===== config.mk =====
export PLATFORM = sky130hd
export DESIGN_NAME = crbi_bank
export DESIGN_NICKNAME = d
export VERILOG_FILES = /design/src/rtl/crbi_pkg.sv /design/src/rtl/crbi_rom_if.sv /design/src/rtl/crbi_bank.sv /design/src/rtl/crbi_rom_port.sv
export VERILOG_INCLUDE_DIRS = /design/src /design/src/rtl
export SDC_FILE = /design/constraint.sdc
export NUM_CORES = 1
export LEC_CHECK = 0
export BUFFER_PORTS_ARGS = -buffer_cell sky130_fd_sc_hd__buf_2
export CAP_MARGIN = 10
export CORE_MARGIN = 1
export CORE_UTILIZATION = 53
export CTS_BUF_LIST = sky130_fd_sc_hd__clkbuf_2 sky130_fd_sc_hd__clkbuf_4 sky130_fd_sc_hd__clkbuf_8
export DETAILED_ROUTE_END_ITERATION = 10
export PLACE_DENSITY = 0.86
export SETUP_SLACK_MARGIN = 0.5
export SYNTH_ARGS = -nofsm -noshare
export SYNTH_HDL_FRONTEND = slang
export SYNTH_SLANG_ARGS = --single-unit

===== constraint.sdc =====
create_clock -name clk -period 8.15 [get_ports clk]
set_input_delay 0.4075 -clock clk [delete_from_list [all_inputs] [get_ports clk]]
set_output_delay 0.4075 -clock clk [all_outputs]
set_load 0.03 [all_outputs]

===== src/rtl/crbi_consts.svh =====
// Offsets, field positions and reset values of the bus info registers
`ifndef CRBI_CONSTS_SVH
`define CRBI_CONSTS_SVH
`define CRBI_OFS_HEADER 8'h18
`define CRBI_OFS_BUS_ID 8'h1C
`define CRBI_OFS_OPTIONS 8'h20
`define CRBI_OFS_LINK_CTRL 8'h24
`define CRBI_OFS_STATUS 8'h28
`define CRBI_ROM_HEADER_ADDR 48'hFFFFF0000400
`define CRBI_ROM_BUS_ID_ADDR 48'hFFFFF0000404
`define CRBI_ROM_OPTIONS_ADDR 48'hFFFFF0000408
`define CRBI_BUS_ID_VALUE 32'h31333934
`define CRBI_HDR_RESET_HI 16'h0000
`define CRBI_CRC_LSB 0
`define CRBI_CRC_MSB 15
`define CRBI_IRMC_BIT 31
`define CRBI_CMC_BIT 30
`define CRBI_OPT_RW_MASK 32'hF8FFF0C0
`define CRBI_OPT_RESET 32'h0000A002
`define CRBI_LINK_SPEED 32'h00000002
`define CRBI_UNMAPPED_DATA 32'h00000000
`endif


===== src/rtl/crbi_pkg.sv =====
// Types shared by the bus info register bank
package crbi_pkg;
   typedef enum logic [1:0] {
      CRBI_IDLE = 2'b00,
      CRBI_ANSWER = 2'b01
   } crbi_bus_state_t;
endpackage : crbi_pkg


===== src/rtl/crbi_rom_if.sv =====
// Remote configuration ROM read request and answer
`timescale 1ns/1ps
interface crbi_rom_if;
   logic req;
   logic [47:0] addr;
   logic ack;
   logic hit;
   logic [31:0] data;
   modport bank (input req, input addr, output ack, output hit, output data);
   modport reader (output req, output addr, input ack, input hit, input data);
endinterface : crbi_rom_if


===== src/rtl/crbi_bank.sv =====
// Host register bank mirroring the configuration ROM header and bus info quadlets
//
// Local design decision: the Avalon-MM register port.
`timescale 1ns/1ps
`include "crbi_consts.svh"
////////////////////////////////////////////////////////////////////////////////
// Overview of operation
// Header register is ROM's first quadlet
// Software loads lengths, capabilities before enabling link
// Software keeps CRC valid while link enabled
// EEPROM CRC loaded into header at init
// CRC reset value undefined without EEPROM
// Bus ID constant, read-only, first info quadlet
// Options register is second info quadlet
// Bit 31 writable resource-manager capable flag
// Bit 30 writable cycle-master capable flag
// Reserved bits zero, link speed reads 010
module crbi_bank
   import crbi_pkg::*;
(
   input wire logic clk,
   input wire logic sys_rst,
   input wire logic clk_en,
   input wire logic [7:0] avs_address,
   input wire logic avs_read,
   input wire logic avs_write,
   input wire logic [3:0] avs_byteenable,
   input wire logic [31:0] avs_writedata,
   output logic [31:0] avs_readdata,
   output logic avs_waitrequest,
   input wire logic eeprom_present,
   input wire logic eeprom_crc_valid,
   input wire logic [15:0] eeprom_crc,
   input wire logic rom_req,
   input wire logic [47:0] rom_addr,
   output logic rom_ack,
   output logic rom_hit,
   output logic [31:0] rom_data,
   output logic link_active_control
);
   typedef struct packed {
      crbi_bus_state_t bus;
      logic [31:0] readdata;
      logic waitreq;
      logic [31:0] header;
      logic [31:0] options;
      logic link_on;
      logic crc_loaded;
      logic crc_written;
   } crbi_bank_state_t;

   crbi_bank_state_t st;
   crbi_bank_state_t next_st;
   crbi_rom_if rom_bus ();

   ////////////////////////////////////////////////////////////////////////////
   function automatic logic [31:0] crbi_merge(input logic [31:0] old_val,
                                              input logic [31:0] new_val,
                                              input logic [3:0] be,
                                              input logic [31:0] rw_mask);
      logic [31:0] lane_mask;
      lane_mask = {{8{be[3]}}, {8{be[2]}}, {8{be[1]}}, {8{be[0]}}} & rw_mask;
      return (old_val & ~lane_mask) | (new_val & lane_mask);
   endfunction : crbi_merge

   function automatic logic [31:0] crbi_options_view(input logic [31:0] opt);
      return (opt & `CRBI_OPT_RW_MASK) | `CRBI_LINK_SPEED;
   endfunction : crbi_options_view

   ////////////////////////////////////////////////////////////////////////////
   always_comb
   begin
      next_st = st;
      next_st.waitreq = 1'b1;
      case (st.bus)
         CRBI_IDLE:
         begin
            if (avs_write)
            begin
               case (avs_address)
                  `CRBI_OFS_HEADER:
                  begin
                     next_st.header = crbi_merge(st.header, avs_writedata,
                                                 avs_byteenable, 32'hFFFFFFFF);
                     if (avs_byteenable[1:0] != 2'b00)
                        next_st.crc_written = 1'b1;
                  end
                  `CRBI_OFS_OPTIONS:
                     next_st.options = crbi_merge(st.options, avs_writedata,
                                                  avs_byteenable, `CRBI_OPT_RW_MASK);
                  `CRBI_OFS_LINK_CTRL:
                     if (avs_byteenable[0])
                        next_st.link_on = avs_writedata[0];
                  default:
                     next_st.header = st.header;
               endcase
               next_st.bus = CRBI_ANSWER;
               next_st.waitreq = 1'b0;
            end
            else if (avs_read)
            begin
               case (avs_address)
                  `CRBI_OFS_HEADER: next_st.readdata = st.header;
                  `CRBI_OFS_BUS_ID: next_st.readdata = `CRBI_BUS_ID_VALUE;
                  `CRBI_OFS_OPTIONS: next_st.readdata = crbi_options_view(st.options);
                  `CRBI_OFS_LINK_CTRL: next_st.readdata = {31'h0, st.link_on};
                  `CRBI_OFS_STATUS:
                     next_st.readdata = {29'h0, st.crc_written, st.crc_loaded, eeprom_present};
                  default: next_st.readdata = `CRBI_UNMAPPED_DATA;
               endcase
               next_st.bus = CRBI_ANSWER;
               next_st.waitreq = 1'b0;
            end
         end
         CRBI_ANSWER:
            next_st.bus = CRBI_IDLE;
         default:
            next_st.bus = CRBI_IDLE;
      endcase
      // Late EEPROM data must not overwrite a value software already wrote
      if (eeprom_present && eeprom_crc_valid && !st.crc_loaded && !next_st.crc_written)
      begin
         next_st.header[`CRBI_CRC_MSB:`CRBI_CRC_LSB] = eeprom_crc;
         next_st.crc_loaded = 1'b1;
      end
      // Sync reset; CRC half holds, undefined until loaded or written
      if (sys_rst)
      begin
         next_st.bus = CRBI_IDLE;
         next_st.readdata = 32'h00000000;
         next_st.waitreq = 1'b1;
         next_st.header[31:16] = `CRBI_HDR_RESET_HI;
         next_st.header[15:0] = st.header[15:0];
         next_st.options = `CRBI_OPT_RESET;
         next_st.link_on = 1'b0;
         next_st.crc_loaded = 1'b0;
         next_st.crc_written = 1'b0;
      end
   end

   ////////////////////////////////////////////////////////////////////////////
   // Reset values are chosen in the comb process, so one register process owns all state
   always_ff @(posedge clk)
   begin
      if (sys_rst || clk_en)
         st <= next_st;
   end

   assign avs_readdata = st.readdata;
   assign avs_waitrequest = st.waitreq;
   assign link_active_control = st.link_on;

   ////////////////////////////////////////////////////////////////////////////
   assign rom_bus.req = rom_req;
   assign rom_bus.addr = rom_addr;
   assign rom_ack = rom_bus.ack;
   assign rom_hit = rom_bus.hit;
   assign rom_data = rom_bus.data;

   crbi_rom_port u_rom_port (
      .clk(clk),
      .sys_rst(sys_rst),
      .clk_en(clk_en),
      .header(st.header),
      .options(crbi_options_view(st.options)),
      .rom(rom_bus.bank)
   );

   ////////////////////////////////////////////////////////////////////////////
   a_busid_read_const: assert property (@(posedge clk) disable iff (sys_rst)
      (clk_en && st.bus == CRBI_IDLE && !avs_write && avs_read && avs_address == `CRBI_OFS_BUS_ID)
      |=> (!avs_waitrequest && avs_readdata == `CRBI_BUS_ID_VALUE))
      else $error("bus id read not constant");
   a_options_low_bits: assert property (@(posedge clk) disable iff (sys_rst)
      (clk_en && st.bus == CRBI_IDLE && !avs_write && avs_read && avs_address == `CRBI_OFS_OPTIONS)
      |=> (avs_readdata[11:8] == 4'h0 && avs_readdata[5:0] == 6'h02
           && avs_readdata[26:24] == 3'h0))
      else $error("options reserved or speed bits wrong");
   a_irmc_write: assert property (@(posedge clk) disable iff (sys_rst)
      (clk_en && st.bus == CRBI_IDLE && avs_write && avs_address == `CRBI_OFS_OPTIONS
       && avs_byteenable[3])
      |=> (st.options[`CRBI_IRMC_BIT] == $past(avs_writedata[31])))
      else $error("resource manager flag not written");
   a_cmc_write: assert property (@(posedge clk) disable iff (sys_rst)
      (clk_en && st.bus == CRBI_IDLE && avs_write && avs_address == `CRBI_OFS_OPTIONS
       && avs_byteenable[3])
      |=> (st.options[`CRBI_CMC_BIT] == $past(avs_writedata[30])))
      else $error("cycle master flag not written");
   a_header_write: assert property (@(posedge clk) disable iff (sys_rst)
      (clk_en && st.bus == CRBI_IDLE && avs_write && avs_address == `CRBI_OFS_HEADER
       && avs_byteenable == 4'hF)
      |=> (st.header == $past(avs_writedata)))
      else $error("header write lost");
   a_eeprom_crc_load: assert property (@(posedge clk) disable iff (sys_rst)
      (clk_en && eeprom_present && eeprom_crc_valid && !st.crc_loaded && !st.crc_written
       && !(avs_write && avs_address == `CRBI_OFS_HEADER))
      |=> (st.crc_loaded && st.header[15:0] == $past(eeprom_crc)))
      else $error("eeprom crc not loaded");
   a_bus_answer_one: assert property (@(posedge clk) disable iff (sys_rst)
      (clk_en && st.bus == CRBI_IDLE && (avs_read || avs_write))
      |=> !avs_waitrequest ##1 (avs_waitrequest || !$past(clk_en)))
      else $error("bus answer not one cycle"); // local design decision: Avalon-MM port
   a_rom_ack_follow: assert property (@(posedge clk) disable iff (sys_rst)
      (clk_en && rom_req) |=> rom_ack)
      else $error("rom read not acknowledged");
endmodule : crbi_bank


===== src/rtl/crbi_rom_port.sv =====
// Remote read path into the first three configuration ROM quadlets
`timescale 1ns/1ps
`include "crbi_consts.svh"
module crbi_rom_port
   import crbi_pkg::*;
(
   input wire logic clk,
   input wire logic sys_rst,
   input wire logic clk_en,
   input wire logic [31:0] header,
   input wire logic [31:0] options,
   crbi_rom_if.bank rom
);
   typedef struct packed {
      logic ack;
      logic hit;
      logic [31:0] data;
   } crbi_port_state_t;

   crbi_port_state_t st;
   crbi_port_state_t next_st;

   always_comb
   begin
      next_st = st;
      next_st.ack = rom.req;
      next_st.hit = 1'b0;
      next_st.data = `CRBI_UNMAPPED_DATA;
      if (rom.req)
      begin
         case (rom.addr)
            `CRBI_ROM_HEADER_ADDR:
            begin
               next_st.hit = 1'b1;
               next_st.data = header;
            end
            `CRBI_ROM_BUS_ID_ADDR:
            begin
               next_st.hit = 1'b1;
               next_st.data = `CRBI_BUS_ID_VALUE;
            end
            `CRBI_ROM_OPTIONS_ADDR:
            begin
               next_st.hit = 1'b1;
               next_st.data = options;
            end
            default:
            begin
               next_st.hit = 1'b0;
            end
         endcase
      end
   end

   always_ff @(posedge clk)
   begin
      if (sys_rst)
         st <= '0;
      else if (clk_en)
         st <= next_st;
   end

   assign rom.ack = st.ack;
   assign rom.hit = st.hit;
   assign rom.data = st.data;

   a_rom_header_read: assert property (@(posedge clk) disable iff (sys_rst)
      (clk_en && rom.req && rom.addr == `CRBI_ROM_HEADER_ADDR) |=> (rom.data == $past(header)))
      else $error("header quadlet read wrong");
   a_rom_busid_read: assert property (@(posedge clk) disable iff (sys_rst)
      (clk_en && rom.req && rom.addr == `CRBI_ROM_BUS_ID_ADDR)
      |=> (rom.hit && rom.data == `CRBI_BUS_ID_VALUE))
      else $error("bus id quadlet read wrong");
   a_rom_options_read: assert property (@(posedge clk) disable iff (sys_rst)
      (clk_en && rom.req && rom.addr == `CRBI_ROM_OPTIONS_ADDR) |=> (rom.data == $past(options)))
      else $error("options quadlet read wrong");
endmodule : crbi_rom_port


* Word level (Yosys, flattened, before mapping)
Index checks and enable logic that the tools add are counted. Widths: inputs -> output; s select.
Cells by class: equal/unequal tests 10, muxes and demuxes 20, bitwise logic cells 10, reductions and logical operators 28
Operator list (count):
- $pmux 32 s5 | 1
- $eq 48x48->1 const B | 3
- $and 32x32->32 | 4
- $mux 98 | 1
- $mux 32 | 3
- $pmux 32 s3 | 1
- $mux 65 | 1
- $not 32->32 | 2
- $or 32x32->32 | 2
- $mux 34 | 1
- $mux 33 | 1
- $eq 8x6->1 const B | 3
- $reduce_bool 2->1 | 12
- $eq 8x5->1 const B | 2
- $mux 16 | 1
- $reduce_and 4->1 | 3
- $mux 1 | 10
- $reduce_and 5->1 | 2
- $ne 4x4->1 const B | 1
- $reduce_and 2->1 | 2
- $logic_and 1x1->1 | 3
- $reduce_or 3->1 | 1
- $logic_not 1->1 | 2
- $logic_not 2->1 | 1
- 4 further kinds | 5
Word-level totals: register bits 135, bits of input ports 116, output and inout bits 68, word-level logic and storage cells 80

* Depth between registers and ports, before layout
Gate-level depths: netlist of the first run.
word-level depth 9, gate-level depth with buffers 6

* Hierarchy
A second synthesis of the first run with hierarchy kept.
Unflattened totals: cell total of the unflattened synthesis 605, area, all modules 6293.5 um^2
By module, submodules not included:
- crbi_bank | times used 1, cells an instance 396, area each 4513.1 um^2, sequential area each 2642.5 um^2
- crbi_rom_port | times used 1, cells an instance 209, area each 1780.5 um^2, sequential area each 680.7 um^2

* Worst setup path after synthesis of the first run
OpenSTA, ideal clock, no wires.
path type input to register, start input port avs_address[1], end register st[35] (netlist name), enable pin, library setup time 394 ps, data arrival time 2563 ps, required time 7756 ps, setup slack 5193 ps, stages on the path 6, buffers on the path 2, path through or4_1 > buf_2 > nor3_4 > clkbuf_1 > nand2_1 > a21oi_1
Between the ends: longest elaborated chain between the ends 8, elaborated cells between the ends (all ways) 10, those cells by class eq/ne (1); mux (3); reduce/logical (6)
Ends and longest elaborated chain:
- start, declared | line crbi_bank.sv:24 | input wire logic [7:0] avs_address,
- $eq 8x5->1 (*) | line crbi_bank.sv:80 | case (avs_address)
- $mux 1 | line crbi_bank.sv:80
- $mux 1 | line crbi_bank.sv:78 | if (avs_write)
- $mux 1 | line crbi_bank.sv:75 | case (st.bus)
- $logic_not 1->1 | line crbi_bank.sv:121 | if (eeprom_present && eeprom_crc_valid && !st.crc_loaded && !next_st.crc_written)
- $logic_and 1x1->1 | line crbi_bank.sv:121
- $reduce_bool 2->1 (no source line)
- $reduce_and 5->1 (no source line) (*)
- end signal, assigned | line crbi_bank.sv:146 | st <= next_st;
- end, declared | line crbi_bank.sv:52 | crbi_bank_state_t st;
Every way passes the cells marked *; elsewhere a longest branch is shown, timed or not. A chain may end at the register's enable or synchronous reset.

* Worst setup path after layout of the first run
start input port avs_address[1], end register st[43] (netlist name) (data pin)
Between the ends: longest elaborated chain between the ends 7
Ends and longest elaborated chain (line):
- $eq 8x5->1 | crbi_bank.sv:80
- $mux 1 | crbi_bank.sv:80
- $mux 1 | crbi_bank.sv:78
- $mux 1 | crbi_bank.sv:75
- $logic_not 1->1 | crbi_bank.sv:121
- $logic_and 1x1->1 | crbi_bank.sv:121
- $mux 16 | crbi_bank.sv:121
Every way passes these cells.

==> results of run 1 <==
[per-layer routing]
metal | share of wire (%) | wire [um] | GRT usage, % | vias up
met3 | 8.4 | 1340 | 7.17 | 40
met2 | 50 | 8000 | 46.3 | 272
met1 | 39 | 6210 | 32.9 | 2437
met4 | 2.6 | 411 | 14.6 | 0
met5 | 0 | 0 | 0 | -
li1 | - | - | - | 2377
[kinds of logic (layout without fill, tap and decap cells)]
kind of cell / after synthesis / after routing / share of synthesized area [%]
AO/OA/AOI/OAI: 117 / 117 / 11.0
buffers and inverters: 73 / 223 / 6.58
flip-flops: 122 / 122 / 54.1
multiplexers: 44 / 44 / 8.05
other: 0 / 1 / 0
AND/OR/NAND/NOR: 238 / 238 / 20.2
[power groups by stage]
stage,Clock (uW),Combinational [uW],Sequential [uW]
finish,539,145,709
global route,571,158,711
CTS,543,145,708
detailed placement,0,144,722
global placement,0,139,720
floorplan,0,99.0,716
[cell usage after synthesis (9+ instances only)]
library cell,n,share of area (%)
a22oi_1,12,1.5
and2_1,14,1.4
clkbuf_1,31,1.9
nand2b_1,41,4.2
mux2i_1,28,4.6
nor3_1,13,1.1
edfxtp_1,88,43
dfxtp_1,34,11
nor2_1,59,3.6
nand3b_1,10,1.2
mux2_4,9,2.2
buf_4,32,3.9
o21ai_0,44,3.6
a21oi_1,46,3.7
nand2_1,61,3.7
[layout make-up]
cell class                 count  area [sq um]  share of cell area [%]
clock inverter                15           164                    2.25
timing repair buffer         187           946                    13.0
sequential                   122          3320                    45.6
tap                          140           175                    2.41
multi-input combinational    399          2420                    33.3
clock buffer                  17           234                    3.21
antenna                        1          2.50                  0.0344
inverter                       4          15.0                   0.206
[worst max-delay path: stages]
cell,delay [ps]
buf_2,90
or4_1,700
nor3_4,640
a31oi_4,470
mux2_4,420
[worst min path at each step]
stage	end	slack, ps	depth (start not counted)
6_report	st[49]	270	2
5_1_grt	st[38]	260	2
4_1_cts	st[38]	250	2
3_5_place_dp	u_rom_port.rom.hit	430	2
3_3_place_gp	u_rom_port.rom.hit	430	2
2_1_floorplan	u_rom_port.rom.data[13]	510	2
[sequential cells by signal, indices dropped and copies added, names as in the netlist]
signal	cells
u_rom_port.rom.data	32
avs_readdata	32
u_rom_port.rom.hit	1
avs_waitrequest	1
st	54
link_active_control	1
u_rom_port.rom.ack	1
[metrics by stage]
step,instances,hold WS [ps],worst slack [ps],util [%],instance area [sq um]
final,885,270,5610,65.7,7280
after global routing,885,255,5370,65.7,7280
after CTS,884,253,5600,65.7,7280
after detailed placement,852,429,5160,62.1,6880
after global placement,852,427,5250,62.1,6880
after floorplan,594,511,5190,-,6140
==> results.toml, run 1 <==
[status]
status = "finished, final reports clean"

[setup_path]
worst-endpoint-arrival_ps = 2730
setup.reg_to_reg.worst_slack_ps = 5670
timing.reg2reg.worst_path_depth = 3
timing.setup.critical_path_class = "in -> reg"
critical_path.endpoint_type = "flip-flop"
endpoint = "st[43]"
crit_start = "avs_address[1]"
rr_startpoint = "st[100]"
crit_fanout = 18
critical_path.startpoint_type = "input pin"
regToRegEndpoint = "st[35]"
worst_ep_required_time_ps = 8340

[yosys]
synth.net_count = 710
netlist_area_before_placement_sq_um = 6140
synth-edff-count = 88
synthCells = 594
syn_avg_cell_area_sq_um = 10.3
synth-main-ff-cell = "edfxtp_1"
post_synthesis_sequential_element_count = 122
yosysSeqAreaShare_pct = 54.1
post_synth_num_cell_types = 43
synth_warnings = 0
async_s_r_ff_share_synth_pct = 0

[drt]
wl_per_cell_um = 18.0
postRouteAntennaNets = 0
post_drt_via_cell_ratio = 5.79
drcViolationCount = 0
drt_iter0_drc = 408
dr_total_vias = 5126
drtPass1Iterations = 5
drt-total-wl_mm = 16.0

[power_and_ir_drop]
p_comb_share_pct = 10.4
switching_power_uw = 366
static-leakage-power_uw = 0.00296
sequentialPowerShare_pct = 50.9
share_clk_of_total_power_pct = 38.7
maximum_resistive_drop_on_vdd_uv = 101
power_uw = 1390
switching_share_pct = 26.3
power_density_nw_per_um2 = 191
cell_internal_power_dissipation_uw = 1030

[floorplanning]
start_util_pct = 55.4
die-height_um = 110
fp.dieArea_sq_um = 12000
horizontal_die_dimension_um = 110
coreArea_sq_um = 11100
io_pins = 184
num_rows = 38

[final_layout]
layout.nets = 847
most-common-layout-cells = "buf_2 (183), edfxtp_1 (88), nand2_1 (61)"
layout-drive-gt1-share_pct = 33.1
fillers = 893
layout.cells.most_common = "buf_2"
growth_of_design_area_from_synthesis_to_finish_pct = 18.6

[timing]
worstMarginPinSlew_ps = 900
timing.final.crit_period_ps = 2540
rsz0062_at_grt = "false"
timing_hold_violations_final = 0
max_slew_margin_pct = 39.6
highest_attainable_clock_frequency_mhz = 393
tns_ps = 0
timing.final.max_slew_violations = 0
clock-skew-final_ps = 8.41
report.final.setup_viol = 0
layout_worst_path_cycle_share_pct = 31.2

[job]
max_cap_check_violation_count = 0

[placement]
hpwlAfterDp_mm = 11.5
place.gp.congestion = 0.819
port_buffers = 183

[clock_tree]
tritoncts.num_buffers = 17
cts-resized-gates = 0
clock_path_buffers = 2
clock-root-buffer = "clkbuf_8"
clock_sinks = 122
htree_num_levels = 4
holdBufCountCts = 0
clock_insertion_delay_worst_skew_ps = 440
clock_transition_at_path_regs_ps = 80
clock_tree_from_tritoncts = "built"
postCtsSetupRepairBufs = 0

[global_routing]
globalRoute.totalOverflow = 0
first_pass_grt_wire_length_mm = 24.6
globalRouteTotalUtil_pct = 27.7
antenna_found_initial = 1
maximum_number_of_pins_on_one_net_before_global_route_repair = 35
grt_pass1_vias = 4970

[min_path]
hp-start = "eeprom_crc[14]"
hold_class = "in -> reg"
No activity file was read; power rests on OpenSTA's default activity.
==> inputs of run 2 (changes only) <==
--- a/config.mk
+++ b/config.mk
@@ -6,13 +6,14 @@
 export SDC_FILE = /design/constraint.sdc
 export NUM_CORES = 1
 export LEC_CHECK = 0
+export ABC_AREA = 1
 export BUFFER_PORTS_ARGS = -buffer_cell sky130_fd_sc_hd__buf_2
 export CAP_MARGIN = 10
 export CORE_MARGIN = 1
-export CORE_UTILIZATION = 53
+export CORE_UTILIZATION = 49
 export CTS_BUF_LIST = sky130_fd_sc_hd__clkbuf_2 sky130_fd_sc_hd__clkbuf_4 sky130_fd_sc_hd__clkbuf_8
 export DETAILED_ROUTE_END_ITERATION = 10
-export PLACE_DENSITY = 0.86
+export PLACE_DENSITY = 0.83
 export SETUP_SLACK_MARGIN = 0.5
 export SYNTH_ARGS = -nofsm -noshare
 export SYNTH_HDL_FRONTEND = slang
==> constraint.sdc (replaced) <==
create_clock -name clk -period 2.1 [get_ports clk]
set_input_delay 0.105 -clock clk [delete_from_list [all_inputs] [get_ports clk]]
set_output_delay 0.105 -clock clk [all_outputs]
set_load 0.03 [all_outputs]
==> run 2 against run 1 <==
Compared with the run above: global-route usage down 1.4 points; sequential share of layout area down 2.9 points; area after synthesis up 1.9%; power rose to 4.0 times the previous value; first-iteration DRC count up 42%; final area up 6.8%; critical path type is now reg -> reg; non-clock buffer count up 21; utilization down 2.0 points.
==> results.toml, run 2 <==
[power_and_ir_drop]
cell_internal_power_dissipation_uw = 4210
sequentialPowerShare_pct = 49.5
static-leakage-power_uw = 0.00351
maximum_resistive_drop_on_vdd_uv = 367
power_density_nw_per_um2 = 710
switching_share_pct = 23.7
switching_power_uw = 1310
p_comb_share_pct = 10.7
share_clk_of_total_power_pct = 39.8

[yosys]
netlist_area_before_placement_sq_um = 6260
synth_top_cell_area_share_pct = 42.2
synth_warnings = 0
synth-edff-count = 88
synth.top_cells.by_area = "edfxtp_1 (42%), nand2_1 (12%), dfxtp_1 (11%)"
yosysSeqAreaShare_pct = 53.1
synth.net_count = 861
netlist.top_cell.by_area = "edfxtp_1"
post_synth_num_cell_types = 36
post_synthesis_sequential_element_count = 122
synth-main-ff-cell = "edfxtp_1"
syn_avg_cell_area_sq_um = 8.40
async_s_r_ff_share_synth_pct = 0
post-synth-top-count-cell = "nand2_1"
yosys-top-cells-count = "nand2_1 (205), edfxtp_1 (88), inv_1 (71)"
synthCells = 745

[timing]
highest_attainable_clock_frequency_mhz = 615
max_slew_margin_pct = 58.7
timing.final.crit_period_ps = 1630
tns_ps = 0
layout_worst_path_cycle_share_pct = 77.5
report.final.setup_viol = 0
timing_hold_violations_final = 0
rsz0062_at_grt = "true"
worstMarginPinSlew_ps = 620
timing.final.max_slew_violations = 0
clock-skew-final_ps = 7.80

[global_routing]
antenna_found_initial = 0
globalRouteTotalUtil_pct = 26.3
globalRoute.totalOverflow = 0
first_pass_grt_wire_length_mm = 26.3
grt_pass1_vias = 5242
maximum_number_of_pins_on_one_net_before_global_route_repair = 33

[final_layout]
layout.nets = 1028
most-common-layout-cells = "nand2_1 (205), buf_2 (183), edfxtp_1 (88)"
max_flop_register = "st"
postLayoutCoreUtil_pct = 63.7
layout-drive-gt1-share_pct = 29.1
largest_reg_flops = 54
growth_of_design_area_from_synthesis_to_finish_pct = 24.3
layout.cells.most_common = "nand2_1"
antenna-diode-count = 0

[setup_path]
critical_path.startpoint_type = "flip-flop"
timing.critical_path.mode_cell = "buf_4"
worst-endpoint-arrival_ps = 1810
critical_path.cell_chain = "nor2_2, o2111ai_2, nand3_4, buf_4, a21oi_4, buf_4"
critical_path.endpoint_type = "flip-flop"
worst_ep_required_time_ps = 2280
critical-path-max-stage-delay_ps = 420
crit_fanout = 9
timing.setup.critical_path_class = "reg -> reg"
cp_slowest_cell = "edfxtp_1"

[clock_tree]
clock-root-buffer = "clkbuf_8"
clock_path_buffers = 2
tritoncts.num_buffers = 17
htree_num_levels = 4
clock_sinks = 122
clock_insertion_delay_worst_skew_ps = 430
clock_transition_at_path_regs_ps = 70
clock_tree_from_tritoncts = "built"

[status]
status = "finished, final reports clean"

[drt]
met3_wirelength_mm = 1.65
postRouteAntennaNets = 0
drt_iter0_drc = 581
drcViolationCount = 0
detailroute.wirelength.met2_mm = 7.61
dr_total_vias = 5736
drtPass1Iterations = 6
wl_per_cell_um = 15.5
drt-total-wl_mm = 16.9
post_drt_via_cell_ratio = 5.25
top_layer_used = "met4"
wl_met1_mm = 7.19

[floorplanning]
horizontal_die_dimension_um = 115
die-height_um = 115
io_pins = 184
fp.dieArea_sq_um = 13200
coreArea_sq_um = 12200
start_util_pct = 51.2
num_rows = 40

[placement]
port_buffers = 183
place.gp.congestion = 0.909
hpwlAfterDp_mm = 12.4

[job]
max_cap_check_violation_count = 0

[min_path]
hold_class = "in -> reg"
==> run 2: changes by cell type after synthesis, sizes merged, moves of 16 or more <==
cell    previous run  this run
clkbuf            31        15
inv                4        75
mux2i             28         0
nor2              59        79
nand3              5        51
nand2             61       210
mux2              16         0
nand2b            41         0
==> run 2: metrics by stage <==
stage	hold slack [ps]	instances	cell area, sq um	power (uW)	setup slack [ps]
3_3_place_gp	396	1049	7170	3320	372
3_5_place_dp	403	1049	7170	3340	281
4_1_cts	0.357	1091	7700	5510	460
2_1_floorplan	290	745	6320	3120	48.8
5_1_grt	28.5	1093	7780	5710	441
6_report	13.6	1093	7780	5520	473
==> run 2: kinds of logic (layout without fill, tap and decap cells) <==
| family | Yosys count | count (layout) | synth area share (%) |
|---|---|---|---|
| flip-flops | 122 | 122 | 53.1 |
| AND/OR/NAND/NOR | 352 | 352 | 24.1 |
| buffers and inverters | 137 | 317 | 10.9 |
| AO/OA/AOI/OAI | 134 | 134 | 11.9 |
==> run 2: critical path: cells and delay by family (launching register included) <==
kind                   cells  cell delay, ps
flip-flops                 1             420
AO/OA/AOI/OAI              2             260
buffers and inverters      2             320
AND/OR/NAND/NOR            2             380
==> run 2: what timing repair did <==
action,in CTS,in global routing
hold buffers,8,0
pin swaps,1,2
buffers inserted,2,1
gates resized for setup,3,10
endpoints found under the hold margin,8,0
endpoints found under the setup margin,53,91
cloned,0,1
==> run 2: metal layers <==
metal | GRT usage, % | vias to the layer above
li1 | - | 2770
met1 | 36.2 | 2609
met2 | 39.6 | 317
met3 | 6.54 | 40
met4 | 11.6 | 0
met5 | 0 | -
==> run 2: final timing paths <==
path | start | to | slack [ps] | cells after the start
setup / recovery | st[100] | st[45] | 470 | 6
hold / removal | avs_writedata[24] | st[59] | 10 | 3
setup reg to reg | st[100] | st[45] | 470 | 6
hold reg to reg | u_rom_port.rom.data[18] | u_rom_port.rom.data[18] | 450 | 2
==> run 2: power by group through the flow <==
| stage | Clock, uW | Combinational (uW) | Sequential, uW |
|---|---|---|---|
| 6_report | 2200 | 592 | 2740 |
| 5_1_grt | 2330 | 645 | 2740 |
| 4_1_cts | 2210 | 571 | 2730 |
| 3_5_place_dp | 0 | 554 | 2780 |
| 3_3_place_gp | 0 | 541 | 2780 |
| 2_1_floorplan | 0 | 347 | 2780 |
==> run 2: cell type report <==
cell class / count / area (sq um)
inverter: 77 / 293
timing repair buffer: 208 / 1180
tap: 168 / 210
multi-input combinational: 486 / 2350
fill: 1007 / 4440
clock inverter: 8 / 116
clock buffer: 24 / 305
sequential: 122 / 3320
